===== config.mk =====
export PLATFORM = sky130hd
export DESIGN_NAME = frsus_top
export DESIGN_NICKNAME = d
export VERILOG_FILES = /design/src/common/frsus_pkg.sv /design/src/hw/frsus_top.sv
export SDC_FILE = /design/constraint.sdc
export NUM_CORES = 1
export LEC_CHECK = 0
export ABC_CLOCK_PERIOD_IN_PS = 5800
export BUFFER_PORTS_ARGS = -buffer_cell sky130_fd_sc_hd__buf_4
export CORE_UTILIZATION = 30
export DETAILED_ROUTE_END_ITERATION = 8
export PLACE_DENSITY = 0.5
export SLEW_MARGIN = 15
export SYNTH_ARGS = -nofsm -noshare
export SYNTH_HDL_FRONTEND = slang
export SYNTH_SLANG_ARGS = --single-unit

===== constraint.sdc =====
create_clock -name mclk -period 5.8 [get_ports mclk]
set_clock_uncertainty 0.1 [all_clocks]
set_input_delay 1.16 -clock mclk [delete_from_list [all_inputs] [get_ports mclk]]
set_output_delay 1.16 -clock mclk [all_outputs]
set_load 0.01 [all_outputs]

===== src/common/frsus_pkg.sv =====
// frsus_pkg: constants, types and states for the flash rewrite status/suspend block
// assumes a single 40 MHz clock domain and the plain register port of frsus_top
package frsus_pkg;

   // -----------------------------------------------------------------
   // register map (word index on the plain port)
   // -----------------------------------------------------------------
   localparam logic [3:0] FRSUS_A_CMD    = 4'h0; // command byte write
   localparam logic [3:0] FRSUS_A_STATUS = 4'h1; // flash_status_reg
   localparam logic [3:0] FRSUS_A_CTRL_A = 4'h2; // flash_ctrl_reg_a
   localparam logic [3:0] FRSUS_A_CTRL_B = 4'h3; // flash_ctrl_reg_b
   localparam logic [3:0] FRSUS_A_CTRL_C = 4'h4; // flash_ctrl_reg_c

   // field positions
   localparam int FRSUS_B_REWRITE = 1; // ctrl_a: cpu_rewrite_enable
   localparam int FRSUS_B_STOP    = 3; // ctrl_a: flash_stop
   localparam int FRSUS_B_SUS_EN  = 0; // ctrl_c: suspend_enable
   localparam int FRSUS_B_SUS_REQ = 1; // ctrl_c: suspend_request
   localparam int FRSUS_B_IRQ_SUS = 2; // ctrl_c: irq_suspend_allow
   localparam int FRSUS_B_ERR_LO  = 4; // status: err_status_low
   localparam int FRSUS_B_ERR_HI  = 5; // status: err_status_high
   localparam int FRSUS_B_READY   = 7; // status: ready
   localparam int FRSUS_B_ESUS    = 6; // status: erase suspended
   localparam int FRSUS_B_PSUS    = 2; // status: program suspended

   localparam logic [7:0] FRSUS_RST_CTRL = 8'h00;

   // command codes
   localparam logic [7:0] FRSUS_C_READ    = 8'hFF; // cancel / read array
   localparam logic [7:0] FRSUS_C_CONFIRM = 8'hD0;
   localparam logic [7:0] FRSUS_C_PROG    = 8'h40;
   localparam logic [7:0] FRSUS_C_ERASE   = 8'h20;
   localparam logic [7:0] FRSUS_C_LOCKPRG = 8'h77;
   localparam logic [7:0] FRSUS_C_LOCKRD  = 8'h71;
   localparam logic [7:0] FRSUS_C_BLANK   = 8'h25;
   localparam logic [7:0] FRSUS_C_CLRST   = 8'h50;
   localparam logic [7:0] FRSUS_ERASED    = 8'hFF;

   // error patterns {high, low}
   localparam logic [1:0] FRSUS_E_NONE = 2'h0;
   localparam logic [1:0] FRSUS_E_PROG = 2'h1;
   localparam logic [1:0] FRSUS_E_ERAS = 2'h2;
   localparam logic [1:0] FRSUS_E_SEQ  = 2'h3;

   // timing
   localparam int FRSUS_CLK_MHZ      = 40;
   localparam int FRSUS_SUS_LAT_US   = 5;   // suspend_latency
   localparam int FRSUS_RESTART_US   = 10;  // restart wait after abort
   localparam int FRSUS_SUS_CYC      = FRSUS_SUS_LAT_US * FRSUS_CLK_MHZ;
   localparam int FRSUS_RESTART_CYC  = FRSUS_RESTART_US * FRSUS_CLK_MHZ;

   // -----------------------------------------------------------------
   // types
   // -----------------------------------------------------------------
   typedef enum logic [2:0] {
      FRSUS_IDLE    = 3'b000, // read array / ready
      FRSUS_SECOND  = 3'b001, // waiting for second byte
      FRSUS_RUN     = 3'b010, // auto operation in progress
      FRSUS_PAUSING = 3'b011, // suspend latency running
      FRSUS_SUSP    = 3'b100, // operation suspended
      FRSUS_ABORT   = 3'b101  // flash reset and restart wait
   } frsus_state_t;

   typedef enum logic [2:0] {
      FRSUS_OP_NONE  = 3'b000,
      FRSUS_OP_PROG  = 3'b001,
      FRSUS_OP_ERASE = 3'b010,
      FRSUS_OP_LOCKP = 3'b011,
      FRSUS_OP_LOCKR = 3'b100,
      FRSUS_OP_BLANK = 3'b101
   } frsus_op_t;

   // result from the flash array macro
   typedef struct packed {
      logic       done;    // one-cycle completion pulse
      logic       fail;    // auto operation not normal
      logic       lock_bit; // lock bit after lock program
      logic [7:0] data;    // byte seen by blank check
   } frsus_array_t;

   // interrupt acknowledge from the core
   typedef struct packed {
      logic maskable;   // maskable acknowledged
      logic fatal;      // watchdog / osc stop / voltage monitor
   } frsus_irq_t;

endpackage : frsus_pkg


===== src/hw/frsus_top.sv =====
// frsus_top: command check, error status and irq suspend/abort for flash rewrite
// assumes the core and array macro run on mclk; irq acks are same-domain pulses
`timescale 1ns/100ps
`default_nettype none

module frsus_top
   import frsus_pkg::*;
#(
   parameter int SUS_CYC     = FRSUS_SUS_CYC,
   parameter int RESTART_CYC = FRSUS_RESTART_CYC
) (
   input  wire logic         mclk,
   input  wire logic         rstn,
   input  wire logic [3:0]   reg_addr,
   input  wire logic [7:0]   reg_wdata,
   input  wire logic         reg_wr,
   input  wire logic         reg_rd,
   output logic [7:0]        reg_rdata,
   input  wire logic [1:0]   cmd_block,     // block targeted by command
   input  wire frsus_irq_t   irq_ack,
   input  wire frsus_array_t array_res,
   output logic              array_start,   // start auto operation
   output frsus_op_t         array_op,
   output logic              array_hold,    // pause auto operation
   output logic              array_reset,   // forced flash reset
   output logic              irq_service_ok, // core may enter handler
   output logic [1:0]        busy_block,    // block not readable/writable
   output logic              block_locked_out, // busy block is fenced
   output logic              wdt_gate       // watchdog clock gate, never set
);

   // the shared down-counter is only 16 bits wide
   if (SUS_CYC < 1 || SUS_CYC > 65535 || RESTART_CYC < 1
       || RESTART_CYC > 65535) begin : g_bad_cycles
      $error("frsus_top: cycle counts out of range");
   end

   // -----------------------------------------------------------------
   // state
   // -----------------------------------------------------------------
   frsus_state_t state_q, state_d;
   frsus_op_t    op_q, op_d, first_q;
   logic [1:0]   err_q;
   logic [15:0]  cnt_q;
   logic [7:0]   ctrl_a_q, ctrl_b_q, ctrl_c_q;
   logic         irq_pend_q;
   logic [7:0]   rdata_q;
   logic [1:0]   blk_q;

   // -----------------------------------------------------------------
   // decode
   // -----------------------------------------------------------------
   wire cmd_wr    = reg_wr && (reg_addr == FRSUS_A_CMD);
   wire wr_a      = reg_wr && (reg_addr == FRSUS_A_CTRL_A);
   wire wr_b      = reg_wr && (reg_addr == FRSUS_A_CTRL_B);
   wire wr_c      = reg_wr && (reg_addr == FRSUS_A_CTRL_C);
   wire sus_en    = ctrl_c_q[FRSUS_B_SUS_EN];
   wire irq_sus   = ctrl_c_q[FRSUS_B_IRQ_SUS];
   wire sus_req   = ctrl_c_q[FRSUS_B_SUS_REQ];
   wire active    = (state_q == FRSUS_RUN) || (state_q == FRSUS_PAUSING)
                    || (state_q == FRSUS_SUSP)
                    || (state_q == FRSUS_SECOND && op_q != FRSUS_OP_NONE);
   wire susp_any  = (state_q == FRSUS_SUSP);
   wire esus      = susp_any && (op_q == FRSUS_OP_ERASE);
   wire psus      = susp_any && (op_q != FRSUS_OP_ERASE);
   wire fatal_hit = irq_ack.fatal && active;
   // fatal with rewrite enabled and flash stopped also clears registers
   wire fatal_stop = irq_ack.fatal && ctrl_a_q[FRSUS_B_REWRITE]
                     && ctrl_a_q[FRSUS_B_STOP];
   wire ctrl_clear = fatal_hit || fatal_stop;
   wire auto_sus  = irq_ack.maskable && sus_en && irq_sus
                    && (state_q == FRSUS_RUN);
   wire resume_wr = wr_c && !reg_wdata[FRSUS_B_SUS_REQ] && susp_any;
   wire cnt_zero  = (cnt_q == 16'h0000);

   // first-byte classification
   function automatic frsus_op_t first_op(input logic [7:0] b);
      case (b)
         FRSUS_C_PROG:    first_op = FRSUS_OP_PROG;
         FRSUS_C_ERASE:   first_op = FRSUS_OP_ERASE;
         FRSUS_C_LOCKPRG: first_op = FRSUS_OP_LOCKP;
         FRSUS_C_LOCKRD:  first_op = FRSUS_OP_LOCKR;
         FRSUS_C_BLANK:   first_op = FRSUS_OP_BLANK;
         default:         first_op = FRSUS_OP_NONE;
      endcase
   endfunction

   // command legality during suspend
   function automatic logic sus_reject(input frsus_op_t o, input logic e, input logic p);
      sus_reject = (e && (o == FRSUS_OP_ERASE || o == FRSUS_OP_BLANK))
                || (p && (o == FRSUS_OP_PROG || o == FRSUS_OP_LOCKP
                          || o == FRSUS_OP_ERASE || o == FRSUS_OP_BLANK));
   endfunction

   wire frsus_op_t fop   = first_op(reg_wdata);
   wire known_first      = (fop != FRSUS_OP_NONE);
   wire is_cancel        = (reg_wdata == FRSUS_C_READ);
   wire is_confirm       = (reg_wdata == FRSUS_C_CONFIRM);
   wire is_clrst         = (reg_wdata == FRSUS_C_CLRST);
   // program takes its data byte as second write, others need confirm
   wire second_ok        = (first_q == FRSUS_OP_PROG) || is_confirm;
   wire idle_like        = (state_q == FRSUS_IDLE) || susp_any;
   wire first_take       = cmd_wr && idle_like && known_first
                           && !sus_reject(fop, esus, psus);
   wire first_bad        = cmd_wr && idle_like && !known_first && !is_cancel
                           && !is_clrst;
   wire first_rej        = cmd_wr && idle_like && known_first
                           && sus_reject(fop, esus, psus);
   wire second_wr        = cmd_wr && (state_q == FRSUS_SECOND);
   wire second_cancel    = second_wr && is_cancel && (first_q != FRSUS_OP_PROG);
   wire launch           = second_wr && second_ok && !second_cancel;
   wire second_bad       = second_wr && !second_ok && !is_cancel;

   // result encoding on completion
   function automatic logic [1:0] result_err(input frsus_op_t o, input frsus_array_t r);
      case (o)
         FRSUS_OP_ERASE: result_err = r.fail ? FRSUS_E_ERAS : FRSUS_E_NONE;
         FRSUS_OP_BLANK: result_err = (r.data != FRSUS_ERASED) ? FRSUS_E_ERAS
                                                             : FRSUS_E_NONE;
         FRSUS_OP_PROG:  result_err = r.fail ? FRSUS_E_PROG : FRSUS_E_NONE;
         FRSUS_OP_LOCKP: result_err = r.lock_bit ? FRSUS_E_PROG : FRSUS_E_NONE;
         default:        result_err = FRSUS_E_NONE;
      endcase
   endfunction

   // -----------------------------------------------------------------
   // sequencer next state
   // -----------------------------------------------------------------
   always_comb begin
      state_d = state_q;
      op_d    = op_q;
      case (state_q)
         FRSUS_IDLE: begin
            if (first_take)
               state_d = FRSUS_SECOND;
         end
         FRSUS_SECOND: begin
            if (fatal_hit)
               state_d = FRSUS_ABORT;
            else if (second_cancel || second_bad)
               state_d = (op_q != FRSUS_OP_NONE) ? FRSUS_SUSP : FRSUS_IDLE;
            else if (launch && op_q == FRSUS_OP_NONE) begin
               state_d = FRSUS_RUN;
               op_d    = first_q;
            end else if (launch)
               state_d = FRSUS_SUSP; // nested op on other block, modelled as accepted
         end
         FRSUS_RUN: begin
            if (fatal_hit)
               state_d = FRSUS_ABORT;
            else if (auto_sus || (wr_c && reg_wdata[FRSUS_B_SUS_REQ] && sus_en))
               state_d = FRSUS_PAUSING;
            else if (array_res.done) begin
               state_d = FRSUS_IDLE;
               op_d    = FRSUS_OP_NONE;
            end
         end
         FRSUS_PAUSING: begin
            if (fatal_hit)
               state_d = FRSUS_ABORT;
            else if (cnt_zero)
               state_d = FRSUS_SUSP;
         end
         FRSUS_SUSP: begin
            if (fatal_hit)
               state_d = FRSUS_ABORT;
            else if (resume_wr)
               state_d = FRSUS_RUN;
            else if (first_take)
               state_d = FRSUS_SECOND;
         end
         FRSUS_ABORT: begin
            if (cnt_zero) begin
               state_d = FRSUS_IDLE;
               op_d    = FRSUS_OP_NONE;
            end
         end
         default: begin
            state_d = FRSUS_IDLE;
            op_d    = FRSUS_OP_NONE;
         end
      endcase
   end

   // -----------------------------------------------------------------
   // state, counter and first byte
   // -----------------------------------------------------------------
   always_ff @(posedge mclk or negedge rstn) begin
      if (!rstn) begin
         state_q <= FRSUS_IDLE;
         op_q    <= FRSUS_OP_NONE;
         first_q <= FRSUS_OP_NONE;
         blk_q   <= 2'h0;
      end else begin
         state_q <= state_d;
         op_q    <= state_d == FRSUS_SECOND && susp_any ? op_q : op_d;
         if (first_take)
            first_q <= fop;
         if (launch && op_q == FRSUS_OP_NONE)
            blk_q <= cmd_block;
      end
   end

   // one down-counter serves both the suspend latency and the restart wait
   always_ff @(posedge mclk or negedge rstn) begin
      if (!rstn)
         cnt_q <= 16'h0000;
      else if (state_q != FRSUS_ABORT && state_d == FRSUS_ABORT)
         cnt_q <= 16'(RESTART_CYC - 1);
      else if (state_q == FRSUS_RUN && state_d == FRSUS_PAUSING)
         cnt_q <= 16'(SUS_CYC - 1);
      else if (!cnt_zero)
         cnt_q <= cnt_q - 16'h0001;
   end

   // -----------------------------------------------------------------
   // error status: read-only, changes on command events and on array completion
   // -----------------------------------------------------------------
   always_ff @(posedge mclk or negedge rstn) begin
      if (!rstn)
         err_q <= FRSUS_E_NONE;
      else if (first_bad || first_rej || second_bad)
         err_q <= FRSUS_E_SEQ;
      else if (state_q == FRSUS_RUN && array_res.done && !fatal_hit)
         err_q <= result_err(op_q, array_res);
      else if (first_take || (cmd_wr && is_clrst && idle_like))
         err_q <= FRSUS_E_NONE;
   end

   // -----------------------------------------------------------------
   // control registers
   // -----------------------------------------------------------------
   always_ff @(posedge mclk or negedge rstn) begin
      if (!rstn) begin
         ctrl_a_q <= FRSUS_RST_CTRL;
         ctrl_b_q <= FRSUS_RST_CTRL;
         ctrl_c_q <= FRSUS_RST_CTRL;
      end else if (ctrl_clear) begin
         ctrl_a_q <= FRSUS_RST_CTRL;
         ctrl_b_q <= FRSUS_RST_CTRL;
         ctrl_c_q <= FRSUS_RST_CTRL;
      end else begin
         if (wr_a)
            ctrl_a_q <= reg_wdata;
         if (wr_b)
            ctrl_b_q <= reg_wdata;
         if (auto_sus)
            ctrl_c_q[FRSUS_B_SUS_REQ] <= 1'b1;
         else if (wr_c)
            ctrl_c_q <= reg_wdata;
      end
   end

   // maskable irq held off while the array finishes or pauses
   always_ff @(posedge mclk or negedge rstn) begin
      if (!rstn)
         irq_pend_q <= 1'b0;
      else if (irq_ack.maskable || irq_ack.fatal)
         irq_pend_q <= 1'b1;
      else if (irq_service_ok)
         irq_pend_q <= 1'b0;
   end

   // -----------------------------------------------------------------
   // read data, one cycle after the strobe
   // -----------------------------------------------------------------
   wire [7:0] status_w = {(state_q == FRSUS_IDLE), esus, err_q, 1'b0, psus, 2'h0};
   wire [7:0] rd_mux = (reg_addr == FRSUS_A_STATUS) ? status_w :
                       (reg_addr == FRSUS_A_CTRL_A) ? ctrl_a_q :
                       (reg_addr == FRSUS_A_CTRL_B) ? ctrl_b_q :
                       (reg_addr == FRSUS_A_CTRL_C) ? ctrl_c_q : 8'h00;

   always_ff @(posedge mclk or negedge rstn) begin
      if (!rstn)
         rdata_q <= 8'h00;
      else
         rdata_q <= reg_rd ? rd_mux : 8'h00;
   end

   // -----------------------------------------------------------------
   // outputs toward the array and the core
   // -----------------------------------------------------------------
   assign reg_rdata        = rdata_q;
   assign array_start      = (state_q != FRSUS_RUN) && (state_d == FRSUS_RUN);
   assign array_op         = op_d;
   assign array_hold       = susp_any || (state_q == FRSUS_SECOND && op_q != FRSUS_OP_NONE);
   assign array_reset      = (state_q == FRSUS_ABORT);
   // no service while running or pausing or restarting
   assign irq_service_ok   = irq_pend_q && !(state_q == FRSUS_RUN || state_q == FRSUS_PAUSING
                                             || state_q == FRSUS_ABORT);
   assign busy_block       = blk_q;
   assign block_locked_out = active;
   assign wdt_gate         = 1'b0;

endmodule // frsus_top

`default_nettype wire


==> reports/results.ini <==
[yosys]
synth-adder-area-share_pct = 0.345
syn_inst = 392
synth_top_family_by_area = simple AND/OR/NAND/NOR gates
yosysTopAreaCell = dfrtp_1
synth_ff_type = dfrtp_1
synth_compound_area_share_pct = 15.8
muxShareOfSynthArea_pct = 8.39
avgSynthCellArea_sq_um = 9.25
synth_nets = 424
async_flop_share_pct = 100
synth_edf_count = 0
yosys.area_share.simple_pct = 24.9
synth_top_area_share_pct = 42.8
yosysWarnings = 0
synth_xor_xnor_area_share_pct = 3.38
synth-seq-cells = 62
netlist_area_sq_um = 3620
synthTopCellsByArea = dfrtp_1 (43%), mux2i_1 (7.5%), nor2_1 (5.3%)
ys_types = 61
yosysSeqAreaShare_pct = 42.8

[critical_path]
crit_buf_inv = 2
crit_fanout = 8
timing.rr.start = cnt_q[0]
crit_slowest_cell = or4b_4
cp-end-kind = primary output
rr_worst_depth = 7
r2r_slack_ns = 3.00
cp_slowest_stage_delay_ns = 0.55
cp_common_cell = buf_4
path_cells = buf_4 > or4b_4 > a211oi_1 > o32ai_1 > a211oi_2 > nand4_1 > nor3b_1 > buf_4
cp_top_family = simple AND/OR/NAND/NOR gates
r2r_end = cnt_q[1]
critPathKind = in -> out
cp.required_ns = 4.54
startpoint_type = input port
worstPathArrival_ns = 3.45

[min_path]
min_path_type = reg -> reg
holdPathEnd = irq_pend_q
hold_depth = 1
hp-start = irq_pend_q

[clocking]
cts_tree = done
numCtsBuffers = 9
clk_pin_slew_ns = 0.05
root_buffer = clkbuf_16
cts_sinks = 62
clk_latency_ns = 0.33
cts_hold_buffers = 0
htree_levels = 3
cts_buffer_depth = 2
cts_setup_buffers = 0
cts.repair.resized = 0

[final_layout]
area_delta_synth_final_pct = 22.3
nets = 466
antennaDiodeCount = 0
final_layout_size_suffix_gt1_share_pct = 18.9
final_util_pct = 38.2

[routing]
drt_first_pass_iters = 6
drtAntennaViolNets = 0
wl_um = 9690
num_vias = 3134
viasPerCell = 5.38
routedWlPerCell_um = 16.6
route.detailed.drc = 3
drtIter0Drc = 208

[grt]
first_global_vias = 3047
track_usage_pct = 16.4
grt_pass1_wl_um = 16000
grt_max_degree = 63
antenna_found_initial = 0
grt-ovfl-total = 0

[sta]
period_share_pct = 81.2
finalHoldViolations = 0
worst_hold_slack_ns = 0.391
maxSlewViolCount = 0
setup_viol = 0
relSlewSlack_pct = 36.3
max_freq_mhz = 212
final.min_clock_period_ns = 4.71
tns_ns = 0
worstMarginPinSlew_ns = 0.955
rsz0062_at_grt = no

[floorplanning]
core-area_sq_um = 11600
floorplan.initialDensity_pct = 31.2
core.rowCount = 39
io_pins = 50
dieArea_sq_um = 12500
die_w_um = 112
die_h_um = 112

[placed_design]
portBuffers = 48
routabilityCongestion = 0.856
hpwl_um = 7010

[job]
drv_cap = 0

[status]
violations = design-rule violations
status = finished with violations

[power_and_ir_drop]
power.density_nw_per_um2 = 375
leakage_nw = 2.04
ir_worst_vdd_uv = 174

==> cells by family after synthesis <==
group / Yosys count
AO/OA/AOI/OAI: 78
adder cells (fa/ha/maj): 1
XOR/XNOR: 14
flip-flops: 62
AND/OR/NAND/NOR: 171
buffers and inverters: 35
other: 1
multiplexers: 30
==> stage by stage <==
step	power (mW)	std cells	setup slack (ns)	instance area, sq um
after floorplan	0.899	392	1.53	3620
after global placement	1.04	566	1.20	4090
after detailed placement	1.04	566	1.15	4090
after CTS	1.68	582	1.12	4430
after global routing	1.76	582	0.965	4430
final	1.66	582	1.09	4430
==> how the worst max path moves through the flow <==
stage / from / to / slack [ns] / cells after the start
after global routing: reg_wdata[0] / array_start / 0.96 / 8
after CTS: reg_wdata[0] / array_start / 1.12 / 8
after global placement: reg_wdata[0] / array_start / 1.20 / 8
after floorplan: reg_wdata[2] / array_start / 1.53 / 7
final: reg_wdata[0] / array_start / 1.09 / 8
after detailed placement: reg_wdata[0] / array_start / 1.15 / 8
==> cells in the final DEF (no fill, tap or decap), types with 6 or more instances in the layout <==
master,instances
a21oi_1,21
a22o_1,6
buf_4,50
clkbuf_16,9
dfrtp_1,62
inv_1,16
mux2i_1,27
nand2_1,28
nand3_1,15
nand4_1,9
nor2_1,51
nor2b_1,6
nor3_1,11
nor4_1,10
o21ai_0,12
or3_1,6
xnor2_1,8
xor2_1,6
==> where the power goes <==
group | total (mW) | internal, mW | switching [mW]
sequential | 0.633 | 0.531 | 0.101
combinational | 0.405 | 0.180 | 0.225
clock | 0.626 | 0.430 | 0.196
==> flip-flops by register name (all words and copies together), names as in the netlist <==
name	flops
busy_block	2
cnt_q	16
ctrl_a_q	8
ctrl_b_q	8
ctrl_c_q	8
err_q	2
first_q	3
irq_pend_q	1
op_q	3
reg_rdata	8
state_q	3
==> synthesized netlist by cell type, types with 3 or more instances <==
master     n
nor3_1    11
or3_1      6
a211oi_2   4
xor2_1     6
nor2_1    51
o21ai_0   12
nor2b_1    6
nand3_1   15
nand2_1   28
nand4_1    9
clkbuf_1  14
mux2i_1   27
a211o_1    4
nor3b_1    5
and2_1     3
nor4b_1    3
dfrtp_1   62
mux2_2     3
a22o_1     6
nor4_1    10
or4_1      4
a21oi_1   21
o32ai_1    3
nand2b_1   5
inv_1     16
xnor2_1    8
==> final cells by class <==
cell class | count | area [sq um]
fillers | 1177 | 7180
repair buffers | 50 | 375
flip-flops and latches | 62 | 1550
inverters | 16 | 60.1
clock inverters | 6 | 109
well taps | 143 | 179
multi-input cells | 295 | 1920
clock buffers | 10 | 239
==> per-layer routing <==
metal	global-route usage [%]	routed length (um)	up-vias
li1	-	-	1516
met1	23.2	4810	1540
met2	25.2	4390	68
met3	3.43	376	10
met4	4.77	111	0
met5	0	0	-
(Power assumes the default switching activity.)
